## config.mk

```make
export PLATFORM = sky130hd
export DESIGN_NAME = tpm_mode_select
export DESIGN_NICKNAME = d
export VERILOG_FILES = /design/src/hdl/tpm_mode_select.v
export VERILOG_INCLUDE_DIRS = /design/src /design/src/hdl
export SDC_FILE = /design/constraint.sdc
export NUM_CORES = 1
export LEC_CHECK = 0
export BUFFER_PORTS_ARGS = -buffer_cell sky130_fd_sc_hd__buf_2
export CAP_MARGIN = 20
export CORE_UTILIZATION = 40
export DETAILED_ROUTE_END_ITERATION = 16
export PLACE_DENSITY_LB_ADDON = 0.15
export SYNTH_ARGS = -nofsm -noshare
export SYNTH_HDL_FRONTEND = slang
export SYNTH_SLANG_ARGS = --single-unit
```

## constraint.sdc

```tcl
create_clock -name clk_i -period 1.8 [get_ports clk_i]
set_input_delay 0.36 -clock clk_i [delete_from_list [all_inputs] [get_ports clk_i]]
set_output_delay 0.36 -clock clk_i [all_outputs]
set_load 0.05 [all_outputs]
```

## src/hdl/tpm_defines.vh

```
// Purpose: Constants for the test port mode select block.
// Assumes: Included by hdl/tpm_mode_select.v only.
// Notes: Fuse level 1 means blown.
`ifndef TPM_DEFINES_VH
`define TPM_DEFINES_VH
`define TPM_FUSE_BLOWN 1'h1
`define TPM_MODE_FLEX 1'h0
`define TPM_MODE_DED 1'h1
`define TPM_TCK_SYNC_RST 3'h0
`define TPM_PIN_SYNC_RST 3'h7
`define TPM_ST_RESET 4'hf
`define TPM_ST_IDLE 4'hc
`define TPM_ST_SEL_DR 4'h7
`define TPM_ST_CAP_DR 4'h6
`define TPM_ST_SH_DR 4'h2
`define TPM_ST_EX1_DR 4'h1
`define TPM_ST_PA_DR 4'h3
`define TPM_ST_EX2_DR 4'h0
`define TPM_ST_UP_DR 4'h5
`define TPM_ST_SEL_IR 4'h4
`define TPM_ST_CAP_IR 4'he
`define TPM_ST_SH_IR 4'ha
`define TPM_ST_EX1_IR 4'h9
`define TPM_ST_PA_IR 4'hb
`define TPM_ST_EX2_IR 4'h8
`define TPM_ST_UP_IR 4'hd
`endif

```

## src/hdl/tpm_mode_select.v

```verilog
// Purpose: Chooses dedicated or flexible use of the test port pins and
//          tracks the test access port state from the sampled test clock.
// Assumes: clk_i at 20 MHz, test clock much slower (400 ns in the bench).
// Notes: Pins are split into input, output and output enable.
//        The fuse is read once after reset; a new level needs a reset.
//        Test clock high and low phases must each last two clk_i
//        periods or more, or an edge is lost in the synchroniser.
//
// Overview of operation
// - Fuse blown selects dedicated, else flexible mode
// - Unprogrammed fuse powers up in flexible mode
// - Dedicated mode reserves TCK, TDI, TDO for scan
// - Flexible mode lets TCK, TDI, TDO be user I/O
// - Flexible: low TMS hands pins to scan
// - Dedicated mode enables pull-ups on TMS, TDI
// - Dedicated mode: TMS drives standard state machine
`timescale 1ns/1ns
`include "tpm_defines.vh"

module tpm_mode_select (
   input wire clk_i,           // System clock, 20 MHz.
   input wire rstn_i,          // Asynchronous reset, active low.
   input wire fuse_i,          // Mode fuse level, 1 when blown.
   input wire tck_i,           // Test clock pin level.
   input wire tms_i,           // Test mode select pin level.
   input wire tdi_i,           // Test data in pin level.
   input wire user_tdo_i,      // User data for the data-out pin.
   input wire user_tdo_oe_i,   // User drive enable for the data-out pin.
   input wire scan_tdo_i,      // Scan chain serial output.
   output reg mode_ded_o,      // High in dedicated test mode.
   output reg scan_active_o,   // High while pins belong to scan.
   output reg tms_pullup_o,    // Internal pull-up enable on TMS.
   output reg tdi_pullup_o,    // Internal pull-up enable on TDI.
   output reg tdo_o,           // Data-out pin level.
   output reg tdo_oe_o,        // Data-out pin drive enable.
   output reg user_tck_o,      // Test clock pin value offered to user.
   output reg user_tdi_o,      // Data-in pin value offered to user.
   output reg user_pins_ok_o,  // High while user may use the pins.
   output reg tck_rise_o,      // One-cycle pulse on test clock rise while scan_q is set.
   output reg tdi_smp_o,       // Data-in sampled on test clock rise.
   output reg [3:0] tap_state_o // Test access port state.
);

   // Two stages of each pin shift register synchronise, the third one
   // holds the previous level for edge detection.
   reg [2:0] tck_s_q, tms_s_q, tdi_s_q;
   reg fuse_s1_q, fuse_s2_q;
   reg mode_q, mode_vld_q;
   reg [3:0] st_q;
   reg [3:0] st_d;
   reg scan_q;
   wire tck_r, tck_f, tms_s, tdi_s;
   wire user_own;

   assign tck_r = tck_s_q[1] & ~tck_s_q[2];
   assign tck_f = ~tck_s_q[1] & tck_s_q[2];
   assign tms_s = tms_s_q[1];
   assign tdi_s = tdi_s_q[1];

   // Standard next-state table of the test access port.
   function [3:0] tap_next;
      input [3:0] st;
      input tms;
      begin
         case (st)
            `TPM_ST_RESET: tap_next = tms ? `TPM_ST_RESET : `TPM_ST_IDLE;
            `TPM_ST_IDLE: tap_next = tms ? `TPM_ST_SEL_DR : `TPM_ST_IDLE;
            `TPM_ST_SEL_DR: tap_next = tms ? `TPM_ST_SEL_IR : `TPM_ST_CAP_DR;
            `TPM_ST_CAP_DR: tap_next = tms ? `TPM_ST_EX1_DR : `TPM_ST_SH_DR;
            `TPM_ST_SH_DR: tap_next = tms ? `TPM_ST_EX1_DR : `TPM_ST_SH_DR;
            `TPM_ST_EX1_DR: tap_next = tms ? `TPM_ST_UP_DR : `TPM_ST_PA_DR;
            `TPM_ST_PA_DR: tap_next = tms ? `TPM_ST_EX2_DR : `TPM_ST_PA_DR;
            `TPM_ST_EX2_DR: tap_next = tms ? `TPM_ST_UP_DR : `TPM_ST_SH_DR;
            `TPM_ST_UP_DR: tap_next = tms ? `TPM_ST_SEL_DR : `TPM_ST_IDLE;
            `TPM_ST_SEL_IR: tap_next = tms ? `TPM_ST_RESET : `TPM_ST_CAP_IR;
            `TPM_ST_CAP_IR: tap_next = tms ? `TPM_ST_EX1_IR : `TPM_ST_SH_IR;
            `TPM_ST_SH_IR: tap_next = tms ? `TPM_ST_EX1_IR : `TPM_ST_SH_IR;
            `TPM_ST_EX1_IR: tap_next = tms ? `TPM_ST_UP_IR : `TPM_ST_PA_IR;
            `TPM_ST_PA_IR: tap_next = tms ? `TPM_ST_EX2_IR : `TPM_ST_PA_IR;
            `TPM_ST_EX2_IR: tap_next = tms ? `TPM_ST_UP_IR : `TPM_ST_SH_IR;
            `TPM_ST_UP_IR: tap_next = tms ? `TPM_ST_SEL_DR : `TPM_ST_IDLE;
            default: tap_next = `TPM_ST_RESET;
         endcase
      end
   endfunction

   // User logic may own the shared pins only once the mode is latched,
   // the mode is flexible and no scan sequence has claimed them.
   function user_owns;
      input vld;
      input mode;
      input scan;
      begin
         user_owns = vld && (mode == `TPM_MODE_FLEX) && !scan;
      end
   endfunction

   assign user_own = user_owns(mode_vld_q, mode_q, scan_q);

   // Pins arrive from outside the clock domain; bit 0 is read only by bit 1.
   // TMS and TDI restart at their pulled-up level and TCK at its idle low
   // level, so leaving reset never shows a false edge or a false TMS low.
   always @(posedge clk_i or negedge rstn_i) begin
      if (!rstn_i) begin
         tck_s_q <= `TPM_TCK_SYNC_RST;
         tms_s_q <= `TPM_PIN_SYNC_RST;
         tdi_s_q <= `TPM_PIN_SYNC_RST;
      end else begin
         tck_s_q <= {tck_s_q[1:0], tck_i};
         tms_s_q <= {tms_s_q[1:0], tms_i};
         tdi_s_q <= {tdi_s_q[1:0], tdi_i};
      end
   end

   // The fuse pair has no reset on purpose: it keeps following the fuse
   // while reset is held, so the level is settled at the first edge after
   // release. A reset pair would hand the mode latch a forced zero there
   // and dedicated mode could never be chosen.
   always @(posedge clk_i) begin
      fuse_s1_q <= fuse_i;
      fuse_s2_q <= fuse_s1_q;
   end

   // The fuse is caught once after reset; a fuse cannot change in use,
   // and latching it keeps a glitch from flipping pin ownership.
   // The latch closes on the first edge after reset is released.
   always @(posedge clk_i or negedge rstn_i) begin
      if (!rstn_i) begin
         mode_q <= `TPM_MODE_FLEX;
         mode_vld_q <= 1'h0;
      end else if (!mode_vld_q) begin
         mode_q <= (fuse_s2_q == `TPM_FUSE_BLOWN) ? `TPM_MODE_DED
                                                   : `TPM_MODE_FLEX;
         mode_vld_q <= 1'h1;
      end
   end

   // Flexible mode: scan starts when TMS is seen low and ends when the
   // state machine walks back to reset with TMS high.
   // Holding the reset state while idle means a stray test clock in user
   // mode can never walk the state machine.
   always @(*) begin
      st_d = st_q;
      if (mode_q == `TPM_MODE_DED) begin
         if (tck_r)
            st_d = tap_next(st_q, tms_s);
      end else if (!scan_q) begin
         st_d = `TPM_ST_RESET;
      end else if (tck_r) begin
         st_d = tap_next(st_q, tms_s);
      end
   end

   // A TMS low seen in the cycle of the closing test clock rise keeps the
   // scan claim: a start request is never lost to a finishing sequence.
   always @(posedge clk_i or negedge rstn_i) begin
      if (!rstn_i) begin
         st_q <= `TPM_ST_RESET;
         scan_q <= 1'h0;
      end else begin
         st_q <= st_d;
         if (mode_q == `TPM_MODE_DED)
            scan_q <= 1'h1;
         else if (!tms_s)
            scan_q <= 1'h1;
         else if (st_d == `TPM_ST_RESET && tck_r)
            scan_q <= 1'h0;
      end
   end

   // Status outputs are plain registered copies, so no output of this
   // block ever carries a combinational glitch. The cost is one cycle of
   // extra latency, which is small against the test clock period.
   always @(posedge clk_i or negedge rstn_i) begin
      if (!rstn_i) begin
         mode_ded_o <= 1'h0;
         scan_active_o <= 1'h0;
         tms_pullup_o <= 1'h0;
         tdi_pullup_o <= 1'h0;
         tck_rise_o <= 1'h0;
         tdi_smp_o <= 1'h0;
         tap_state_o <= `TPM_ST_RESET;
      end else begin
         mode_ded_o <= mode_q;
         scan_active_o <= scan_q;
         tms_pullup_o <= mode_q;
         tdi_pullup_o <= mode_q;
         tck_rise_o <= tck_r & scan_q;
         if (tck_r)
            tdi_smp_o <= tdi_s;
         tap_state_o <= st_q;
      end
   end

   // Pin ownership. Until the mode is latched nothing is handed to user
   // logic, so a dedicated part never shows user data on its test pins,
   // not even in the cycle in which the mode first becomes known.
   always @(posedge clk_i or negedge rstn_i) begin
      if (!rstn_i) begin
         tdo_o <= 1'h0;
         tdo_oe_o <= 1'h0;
         user_tck_o <= 1'h0;
         user_tdi_o <= 1'h0;
         user_pins_ok_o <= 1'h0;
      end else begin
         user_pins_ok_o <= user_own;
         user_tck_o <= user_own ? tck_s_q[1] : 1'h0;
         user_tdi_o <= user_own ? tdi_s : 1'h0;
         if (!user_own) begin
            // Data-out changes on the falling test clock; from the first fall after a
            // scan claim it is driven only in the two shift states, so a controller
            // that samples on the rising test clock always sees settled data.
            if (tck_f) begin
               tdo_o <= scan_tdo_i;
               tdo_oe_o <= (st_q == `TPM_ST_SH_DR) ||
                           (st_q == `TPM_ST_SH_IR);
            end
         end else begin
            tdo_o <= user_tdo_i;
            tdo_oe_o <= user_tdo_oe_i;
         end
      end
   end

endmodule // tpm_mode_select

```

### Word level (Yosys, flattened, before mapping)

Cells that the tools add are included.

| operators by class | value |
|---|---|
| equality and inequality tests | 17 |
| multiplexer cells | 26 |
| bitwise gates (word level) | 6 |
| reduce and logical (&&, ||, !) cells | 10 |

Operators by type and width:

| kind | number |
|---|---|
| 4-bit case mux with 12 select lines | 1 |
| 4-bit equality test, second input constant | 9 |
| 4-bit by 3-bit equality test with 1-bit output, second input constant | 4 |
| 4-bit 2-to-1 mux | 4 |
| 2-bit 2-to-1 mux | 6 |
| 3-bit 2-to-1 mux | 4 |
| 1-bit 2-to-1 mux | 11 |
| 4-bit by 2-bit equality test with 1-bit output, second input constant | 2 |
| 4-bit by 1-bit equality test with 1-bit output, second input constant | 1 |
| 4-bit zero test | 1 |
| 2-bit OR reduction | 2 |
| 1-bit AND | 3 |
| 1-bit logical AND | 3 |
| 3-bit by 1-bit != test with 1-bit output, second input constant | 1 |
| 1-bit NOT | 3 |
| 3-bit OR reduction | 1 |
| 2-bit nonzero test | 1 |
| 1-bit zero test | 1 |
| 1-bit logical OR | 1 |

| word-level totals | value |
|---|---|
| register bits after elaboration | 29 |
| input bits | 9 |
| logic and storage cells | 78 |

### Logic depth before layout (Yosys ltp)

Gate-level depths: netlist of run 1.

| depth | value |
|---|---|
| depth after elaboration | 11 |
| gate-level depth with buffers | 5 |
| mapped depth without buffers | 4 |

### Least setup slack after synthesis of run 1

OpenSTA, ideal clock, no wires.

| path | value |
|---|---|
| path kind | register to register |
| start point | register st_q[2] |
| end point | register scan_q |
| setup time | 0.138 ns |
| arrival | 1.134 ns |
| required time | 1.662 ns |
| slack | 0.527 ns |
| cell stages (with the launch flop) | 6 |
| buffers on the path | 1 |
| clock period less this slack | 1.273 ns |
| path through | dfstp_2 -> buf_2 -> nor3b_1 -> a31oi_1 -> o2bb2ai_1 -> a32oi_1 |

| on the way | value |
|---|---|
| cells in the longest elaborated chain, start to end | 9 |
| elaborated cells on any way between the ends | 26 |
| those cells by class | 17 x eq/ne; 4 x mux; 5 x reduce/logical |

RTL lines:

| element | RTL line | RTL |
|---|---|---|
| start, declared | tpm_mode_select.v:49 | `reg [3:0] st_q;` |
| start signal, assigned | tpm_mode_select.v:158 | `` st_q <= `TPM_ST_RESET; `` |
| start signal, assigned | tpm_mode_select.v:161 | `st_q <= st_d;` |
| 4-bit equality test, or another cell as far along | tpm_mode_select.v:65 | `case (st)` |
| 3-bit OR reduction (no source line) or 2-bit OR reduction (tied branches) | - |  |
| 4-bit case mux with 12 select lines | tpm_mode_select.v:65 |  |
| 4-bit 2-to-1 mux (*) | tpm_mode_select.v:145, tpm_mode_select.v:149 |  |
| 4-bit 2-to-1 mux | tpm_mode_select.v:147 | `end else if (!scan_q) begin` |
| 4-bit 2-to-1 mux (*) | tpm_mode_select.v:144 | `` if (mode_q == `TPM_MODE_DED) begin `` |
| 4-bit equality test (no source line) (*) | - |  |
| 1-bit logical AND (*) | tpm_mode_select.v:166 | `` else if (st_d == `TPM_ST_RESET && tck_r) `` |
| 3-bit by 1-bit != test with 1-bit output (no source line) (*) | - |  |
| end signal, assigned | tpm_mode_select.v:163 | `scan_q <= 1'h1;` |
| end signal, assigned | tpm_mode_select.v:165 | `scan_q <= 1'h1;` |
| end signal, assigned | tpm_mode_select.v:167 | `scan_q <= 1'h0;` |
| end, declared | tpm_mode_select.v:51 | `reg scan_q;` |

Every way passes the cells marked *; elsewhere a longest branch is shown, timed or not.
A chain may end at the register's enable or synchronous reset.

### Final worst setup path of run 1

| path | value |
|---|---|
| start point | register tap_state_o[1] |
| end point | output tap_state_o[1] |

RTL lines:

| element | RTL line | RTL |
|---|---|---|
| start, declared | tpm_mode_select.v:41 | `output reg [3:0] tap_state_o` |
| start signal, assigned | tpm_mode_select.v:182 | `` tap_state_o <= `TPM_ST_RESET; `` |
| start signal, assigned | tpm_mode_select.v:191 | `tap_state_o <= st_q;` |

No word-level cell between the ends.

==> results of run 1 <==
[registers in the layout, summed over array words and instances (netlist names)]
register / flops
fuse_s1_q: 1
fuse_s2_q: 1
mode_q: 1
mode_vld_q: 1
scan_active_o: 1
scan_q: 1
st_q: 4
tap_state_o: 4
tck_rise_o: 1
tck_s_q: 3
tdi_pullup_o: 1
tdi_s_q: 2
tdi_smp_o: 1
tdo_o: 1
tdo_oe_o: 1
tms_s_q: 2
user_pins_ok_o: 1
user_tck_o: 1
user_tdi_o: 1
[metal layers]
layer,share of wire,GRT usage
met2,0.46,0.2292
met5,0,0
met1,0.45,0.1846
met3,0.062,0.05932
met4,0.032,0.1184
[through the flow]
| stage | hold slack, ns | worst slack [ns] |
|---|---|---|
| finish | 0.02794 | 0.3542 |
| global placement | 0.3107 | 0.4510 |
| floorplan | 0.06441 | 0.5272 |
| CTS | 0.03043 | 0.3285 |
| global route | 0.05678 | 0.2942 |
| detailed placement | 0.3146 | 0.4372 |
[power by group]
| group | internal [mW] | total, mW | switching, mW |
|---|---|---|---|
| clock | 0.226 | 0.431 | 0.205 |
| sequential | 0.818 | 0.936 | 0.118 |
| combinational | 0.138 | 0.485 | 0.346 |
| total | 1.18 | 1.85 | 0.670 |
[final timing paths]
| check | start | to | slack (ns) | cells after the start |
|---|---|---|---|---|
| max in group asynchronous | rstn_i | tdi_s_q[1] | 1.40 | 1 |
| worst max-delay path | tap_state_o[1] | tap_state_o[1] | 0.35 | 1 |
| worst max register to register | tck_s_q[2] | scan_q | 0.43 | 4 |
| worst min register to register | fuse_s1_q | fuse_s2_q | 0.33 | 0 |
| worst min-delay path | rstn_i | tdo_oe_o | 0.03 | 1 |
| min in group clk_i | tdi_i | tdi_s_q[0] | 0.13 | 1 |
[layout by cell type, fill, tap and decap left out]
master | synthesis | layout
nor2b_1 | 2 | 2
clkbuf_4 | 0 | 5
clkinv_2 | 0 | 1
and2_1 | 1 | 1
nand2_1 | 5 | 5
nor4_1 | 2 | 2
or2_1 | 1 | 1
inv_2 | 1 | 1
dfrtp_1 | 15 | 15
or3_1 | 1 | 1
o21ai_1 | 1 | 1
nor3b_2 | 1 | 1
mux2_2 | 1 | 1
a31oi_1 | 1 | 1
nand2b_1 | 2 | 2
or3b_1 | 1 | 1
mux2i_1 | 1 | 1
a32oi_1 | 1 | 1
a2bb2oi_1 | 1 | 1
o2bb2ai_1 | 1 | 1
o2111ai_1 | 1 | 1
nor3b_1 | 1 | 1
o21ai_0 | 4 | 4
buf_2 | 2 | 23
or2_2 | 1 | 1
nor2_1 | 5 | 5
clkbuf_8 | 0 | 2
a22oi_1 | 1 | 1
o211ai_2 | 1 | 1
dfxtp_1 | 2 | 2
dfstp_2 | 12 | 12
conb_1 | 1 | 1
a21oi_1 | 6 | 6
and3_1 | 3 | 3
o22ai_1 | 1 | 1
inv_1 | 2 | 2
[logic make-up after synthesis]
kind of cell	after synthesis
buf+inv	7
compound gates	19
other cells	1
simple gates	26
mux	2
flops	29
[area by class of cell]
cell class              count  area [µm²]
inverters                   3       11.26
well taps                  30       37.54
fillers                   246        1240
clock inverters             1       5.005
multi-input cells          48       295.3
clock buffers               7       65.06
flip-flops and latches     29       730.7
repair buffers             23       115.1
==> impl_metrics.json, run 1 <==
{
  "worstSetupPathType": "register to output pin",
  "critPathArrivalTime_ns": 1.09,
  "die_y_um": 53.54,
  "io-pin-count": 24,
  "ant_nets": 0,
  "vias": 724,
  "synthTopCellsByArea": "dfrtp_1, dfstp_2, dfxtp_1",
  "syn_nets": 93,
  "crit_chain": "buf_2",
  "dp_cells": 133,
  "placed_area_um2": 1190,
  "p_per_area_nw_per_um2": 1470,
  "synth.largest_area_cell": "dfrtp_1",
  "ctsResizeCount": 0,
  "clk_pin_slew_ns": 0.08,
  "grt_max_degree": 28,
  "crit_buf_inv": 1,
  "vdd_ir_drop_max_uv": 770.2,
  "netlist_area_um2": 1062,
  "synth_most_common_cell": "dfrtp_1",
  "drv_cap": 0,
  "routabilityCongestion": 0.8389,
  "htreeDepth": 2,
  "routedWlPerCell_um": 12.30,
  "hpwl_mm": 1.174,
  "area_growth_pct": 18.61,
  "layout-drive-gt1-share": 0.4324,
  "die_area_um2": 2866,
  "slew_headroom": 0.6225,
  "cts_sinks": 29,
  "core_area_um2": 2500,
  "viasPerCell": 5.135,
  "synthSimpleGateAreaFrac": 0.1390,
  "totalWireLength_mm": 1.735,
  "synthTopCellsByCount": "dfrtp_1, dfstp_2, a21oi_1, nand2_1, nor2_1",
  "cts_made_buffers": 5,
  "ys_async_sr_fraction": 0.9310,
  "synthXorXnorAreaFrac": 0,
  "final_nets": 119,
  "synth-seq-cells": 29,
  "post-route-period-util": 0.8032,
  "clock_path_buffers": 2,
  "drv_slew": 0,
  "syn_inst": 84,
  "ys.flop_type": "dfrtp_1",
  "min_period_ns": 1.446,
  "cp-start-kind": "register",
  "path_max_fanout": 1,
  "cp_top_family": "flip-flops",
  "status": "completed",
  "grt_overflow": 0,
  "diodes": 0,
  "antenna_found_initial": 0,
  "setup_viol": 0,
  "synth_fa_ha_area_frac": 0,
  "utilization": 0.5040,
  "fin_tns_setup_ns": 0,
  "clock_tree.root_cell": "clkbuf_4",
  "critical_path.endpoint_type": "output pin",
  "power.total_mw": 1.852,
  "die_w_um": 53.54,
  "cts_tree": "done",
  "post_cts_buffers": 0,
  "p_leak_nw": 0.5905,
  "drc_errors": 0,
  "start_util": 0.4249,
  "firstDrtPassIters": 4,
  "yosys.cell_types.count": 34,
  "cp_slowest_cell": "dfstp_2",
  "max_stage_delay_ns": 0.52,
  "synth_top_family_by_area": "simple AND/OR/NAND/NOR gates",
  "synth-edff-count": 0,
  "final_cell_area_um2": 1260,
  "synthMuxAreaShare": 0.02002,
  "synth-seq-area-share": 0.6879,
  "clock_skew_ns": 0.002754,
  "synth_compound_area_frac": 0.1154,
  "hold_viol": 0,
  "syn_area_per_cell_um2": 12.65,
  "port_buffers": 23,
  "first_global_vias": 680,
  "grt_setup_unrepaired": "false",
  "hold_path_class": "input pin to async pin",
  "placementRows": 18,
  "crit_required_ns": 1.44,
  "ys_warn_count": 0,
  "fmax_mhz": 691.6,
  "dr.first_iter.drc_count": 17,
  "ctsHoldBuffers": 0,
  "worst_pin_slew_ns": 0.5663,
  "final_cells": 141,
  "grt_pass1_wl_mm": 2.939,
  "clk_latency_ns": 0.32,
  "netlist.area_leader.share": 0.3534,
  "grt_usage": 0.1563
}
Note: power is estimated with default switching activity, not from simulation.
==> inputs of run 2 (changes only) <==
==> constraint.sdc (replaced) <==
create_clock -name clk_i -period 1.2 [get_ports clk_i]
set_input_delay 0.24 -clock clk_i [delete_from_list [all_inputs] [get_ports clk_i]]
set_output_delay 0.24 -clock clk_i [all_outputs]
set_load 0.05 [all_outputs]
==> run 2 against run 1 <==
Compared with the run above:
- the run now ends with setup timing left
- via count rose by 15%
- critical path type is now register to register
- combinational power increased to 2.8 times the previous value
- flip-flop and latch count unchanged
- register-to-register slack got worse by 0.55 ns
- utilization is 16 points higher
- routed wire length rose by 23%
- critical endpoint is now st_q[1]
- sequential share of layout area down 14 points
- largest power group unchanged
- cell count up 21%
- total power grew 92%
- worst setup slack got worse by 0.48 ns
- global-route usage is 2.5 points higher
- largest cell class unchanged
==> impl_metrics.json, run 2 (synthesized netlist as in run 1, its figures left out) <==
{
  "area_growth_pct": 56.30,
  "path_max_fanout": 7,
  "ant_nets": 0,
  "routedWlPerCell_um": 12.43,
  "grt_pass1_wl_mm": 3.512,
  "clkPwrFrac": 0.224,
  "setup_viol": 10,
  "final_cells": 171,
  "dp_cells": 149,
  "viasPerCell": 4.889,
  "grt_max_degree": 16,
  "utilization": 0.6642,
  "die_y_um": 53.54,
  "antenna_found_initial": 0,
  "final.setup.worst_slack_ns": -0.1248,
  "routabilityCongestion": 0.9644,
  "final_nets": 149,
  "first_global_vias": 801,
  "io-pin-count": 24,
  "critPathArrivalTime_ns": 1.58,
  "diodes": 0,
  "firstDrtPassIters": 4,
  "cp-start-kind": "register",
  "crit_required_ns": 1.46,
  "placementRows": 18,
  "critical_path.endpoint_type": "register",
  "post-route-period-util": 1.104,
  "clk_pin_slew_ns": 0.10,
  "clock_skew_ns": 0.006049,
  "cts_tree": "done",
  "cts_sinks": 29,
  "die_area_um2": 2866,
  "whs_ns": 0.1550,
  "vias": 836,
  "status": "finished, violations left",
  "hpwl_mm": 1.396,
  "vdd_ir_drop_max_uv": 1559,
  "power.total_mw": 3.558,
  "clk_latency_ns": 0.33,
  "fin_tns_setup_ns": -0.6399,
  "drv_slew": 0,
  "dr.first_iter.drc_count": 5,
  "power.net_switching_mw": 1.223,
  "worstSetupPathType": "register to register",
  "clock_path_buffers": 2,
  "layout_commonest_cell": "buf_4",
  "grt_setup_unrepaired": "true",
  "htreeDepth": 2,
  "layout-drive-gt1-share": 0.6028,
  "seqPwrFrac": 0.395,
  "p_leak_nw": 0.7806,
  "grt_usage": 0.1814,
  "p_per_area_nw_per_um2": 2143,
  "pwr-share-comb": 0.380,
  "cts_made_buffers": 5,
  "drc_errors": 0,
  "core_area_um2": 2500,
  "min_period_ns": 1.325,
  "die_w_um": 53.54,
  "totalWireLength_mm": 2.126,
  "final_cell_mix": "buf_4, buf_2, dfrtp_1",
  "fmax_mhz": 754.8,
  "failed_checks": "setup timing",
  "grt_overflow": 0,
  "hold_viol": 0,
  "swShare": 0.3438,
  "intPower_mw": 2.335,
  "hold_path_class": "input pin to register",
  "start_util": 0.4249,
  "clock_tree.root_cell": "clkbuf_4",
  "top_regs": "st_q: 4 flops, tap_state_o: 4 flops, tck_s_q: 3 flops",
  "drv_cap": 0,
  "port_buffers": 23
}
run 2: stage by stage:
step / cell area [µm²] / setup WS [ns]
global placement: 1335 / -0.06966
finish: 1660 / -0.1248
global route: 1660 / -0.1734
detailed placement: 1335 / -0.1207
floorplan: 1087 / -0.01152
CTS: 1572 / -0.1166
run 2: layout make-up:
class                      instances  area (µm²)
fill                             188       839.6
sequential                        29       733.2
timing repair buffer              53       439.2
multi-input combinational         48       355.3
clock inverter                     3       46.29
clock buffer                       5       37.54
tap                               30       37.54
inverter                           3       11.26
run 2: critical path, cell delays in order, from the launching register on:
cell       delay (ns)
dfstp_2          0.64
nor3b_4          0.08
o211ai_2         0.16
o2111ai_2        0.14
or2_1            0.24
run 2: power groups by stage:
| stage | Combinational, mW | Sequential, mW | Clock (mW) |
|---|---|---|---|
| floorplan | 0.294 | 1.71 | 0 |
| global placement | 0.928 | 1.39 | 0 |
| detailed placement | 0.922 | 1.40 | 0 |
| CTS | 1.19 | 1.40 | 0.818 |
| global route | 1.43 | 1.43 | 0.862 |
| finish | 1.35 | 1.41 | 0.798 |
run 2: repair_timing:
action / CTS / global route
buffers inserted: 5 / 4
endpoints found under the setup margin: 15 / 16
gates resized for setup: 20 / 18
hold endpoints to repair: 6 / 0
hold buffers: 5 / 0
pin swaps: 2 / 7
run 2: per-layer routing:
layer,track usage,wire (µm),vias to the layer above
met3,0.08192,97,7
li1,-,-,403
met2,0.2625,1035,26
met5,0,0,-
met1,0.2240,943,400
met4,0.1009,50,0
run 2: worst paths after layout:
path	slack, ns	end	depth (start not counted)	from
worst max-delay path	-0.12	st_q[1]	4	st_q[1]
worst min-delay path	0.16	tdo_o	3	user_tdo_i
worst max register to register	-0.12	st_q[1]	4	st_q[1]
worst min register to register	0.34	fuse_s2_q	0	fuse_s1_q
max in group asynchronous	0.43	tdi_s_q[1]	3	rstn_i
min in group asynchronous	0.33	scan_active_o	2	rstn_i
==> inputs of run 3 (changes only) <==
--- a/config.mk
+++ b/config.mk
@@ -10,7 +10,6 @@
 export CAP_MARGIN = 20
 export CORE_UTILIZATION = 40
 export DETAILED_ROUTE_END_ITERATION = 16
-export PLACE_DENSITY_LB_ADDON = 0.15
 export SYNTH_ARGS = -nofsm -noshare
 export SYNTH_HDL_FRONTEND = slang
 export SYNTH_SLANG_ARGS = --single-unit
==> run 3 against run 2 <==
Compared with the run above:
- critical endpoint is now st_q[0]
- global-route usage grew 0.33 points
- maximum frequency grew 2.1%
- largest power group unchanged
- the run still ends with setup timing left
- critical path depth is the same
- register-to-register slack gained 0.03 ns
- worst setup slack gained 0.027 ns
- cell area shrank 3.5%
==> impl_metrics.json, run 3 (synthesized netlist as in run 1, its figures left out) <==
{
  "final_nets": 142,
  "final_cell_mix": "buf_4, dfrtp_1, buf_2",
  "final.setup.worst_slack_ns": -0.09742,
  "fmax_mhz": 770.8,
  "failed_checks": "setup timing",
  "cts_tree": "done",
  "crit_buf_inv": 1,
  "critical_path.endpoint_type": "register",
  "cp_slowest_cell": "dfstp_2",
  "worstSetupPathType": "register to register",
  "core_area_um2": 2500,
  "cts_sinks": 29,
  "layout-drive-gt1-share": 0.5970,
  "cp-start-kind": "register",
  "min_period_ns": 1.297,
  "max_stage_delay_ns": 0.61,
  "grt_pass1_wl_mm": 3.532,
  "grt_setup_unrepaired": "true",
  "worst_pin_slew_ns": 0.5756,
  "p_per_area_nw_per_um2": 2170,
  "viasPerCell": 5.012,
  "vias": 822,
  "n_fill_cell": 212,
  "power.total_mw": 3.479,
  "firstDrtPassIters": 3,
  "layout_commonest_cell": "buf_4",
  "area_growth_pct": 50.88,
  "htreeDepth": 2,
  "io-pin-count": 24,
  "r2r_cells": 4,
  "final_cells": 164,
  "die_w_um": 53.54,
  "ant_nets": 0,
  "die_area_um2": 2866,
  "hpwl_mm": 1.430,
  "crit_required_ns": 1.44,
  "hold_path_class": "input pin to register",
  "multiInputGateArea_um2": 372.9,
  "place_ws_ns": -0.1647,
  "crit_chain": "inv_2 > o21ai_2 > a21oi_1 > or3b_1",
  "totalWireLength_mm": 2.159,
  "clock_tree.root_cell": "clkbuf_4",
  "clk_pin_slew_ns": 0.09,
  "slew_headroom": 0.6162,
  "grt_max_degree": 28,
  "port_buffers": 23,
  "clk_latency_ns": 0.31,
  "diodes": 0,
  "post-route-period-util": 1.081,
  "clock_path_buffers": 2,
  "critPathArrivalTime_ns": 1.54,
  "drv_cap": 0,
  "dp_cells": 147,
  "start_util": 0.4249,
  "setup_viol": 9,
  "drc_errors": 0,
  "die_y_um": 53.54,
  "antenna_found_initial": 0,
  "seq_area_um2": 732.0,
  "p_leak_nw": 0.7444,
  "status": "finished, violations left",
  "first_global_vias": 813,
  "path_depth": 4,
  "grt_usage": 0.1847,
  "path_max_fanout": 6,
  "top_regs": "st_q: 4 flops, tap_state_o: 4 flops, tck_s_q: 3 flops",
  "hold_depth": 1,
  "dr.first_iter.drc_count": 11,
  "clock_skew_ns": 0.009430,
  "routabilityCongestion": 0.9846,
  "drv_slew": 0,
  "cp_top_family": "flip-flops",
  "fin_tns_setup_ns": -0.4614,
  "routedWlPerCell_um": 13.16,
  "cts_made_buffers": 5,
  "placementRows": 18,
  "hold_viol": 0,
  "vdd_ir_drop_max_uv": 1723,
  "grt_overflow": 0
}
## run 3: changes by cell type in the layout (fill, tap and decap cells not counted), moves of 2 or more
cell | previous run | this run
clkbuf_4 | 5 | 9
buf_6 | 5 | 3
buf_4 | 25 | 18
o21ai_1 | 2 | 0
## run 3: metal layers
metal	up-vias	global-route usage	wire length, µm
met4	0	0.1272	61
met1	399	0.2174	911
li1	388	-	-
met5	-	0	0
met3	8	0.07345	108
met2	27	0.2750	1079
## run 3: path summary, 6_finish.rpt
kind / start / endpoint / slack (ns)
min in group asynchronous: rstn_i / tck_s_q[2] / 0.45
max in group asynchronous: rstn_i / tck_s_q[1] / 0.34
setup reg to reg: st_q[1] / st_q[0] / -0.1
setup / recovery: st_q[1] / st_q[0] / -0.1
hold / removal: tck_i / tck_s_q[0] / 0.03
hold reg to reg: fuse_s1_q / fuse_s2_q / 0.33
## run 3: timing repair
item / 4_1_cts / 5_1_grt
hold buffers: 2 / 2
endpoints found under the setup margin: 11 / 17
setup buffers: 5 / 0
resized for setup: 21 / 20
hold endpoints to repair: 16 / 2
pin swaps: 6 / 4
gates cloned: 0 / 0
## run 3: through the flow
step                      instance area (µm²)    util  hold slack (ns)
after floorplan                          1087       -         -0.05559
after global placement                   1308  0.5230           0.2622
after detailed placement                 1308  0.5230           0.2710
after CTS                                1523  0.6091        0.0001943
after global routing                     1603  0.6411         0.001741
final                                    1603  0.6411          0.02827
## run 3: cell type report
| cell class | instances | area share |
|---|---|---|
| tap | 30 | 0.02342 |
| inverter | 3 | 0.007026 |
| timing repair buffer | 46 | 0.2272 |
| multi-input combinational | 48 | 0.2326 |
| clock inverter | 1 | 0.01874 |
| sequential | 29 | 0.4567 |
| clock buffer | 7 | 0.03435 |
## run 3: power breakdown
part	internal (mW)	leakage, nW	switching [mW]
sequential	1.23	0.321	0.172
combinational	0.567	0.378	0.702
clock	0.497	0.0455	0.310
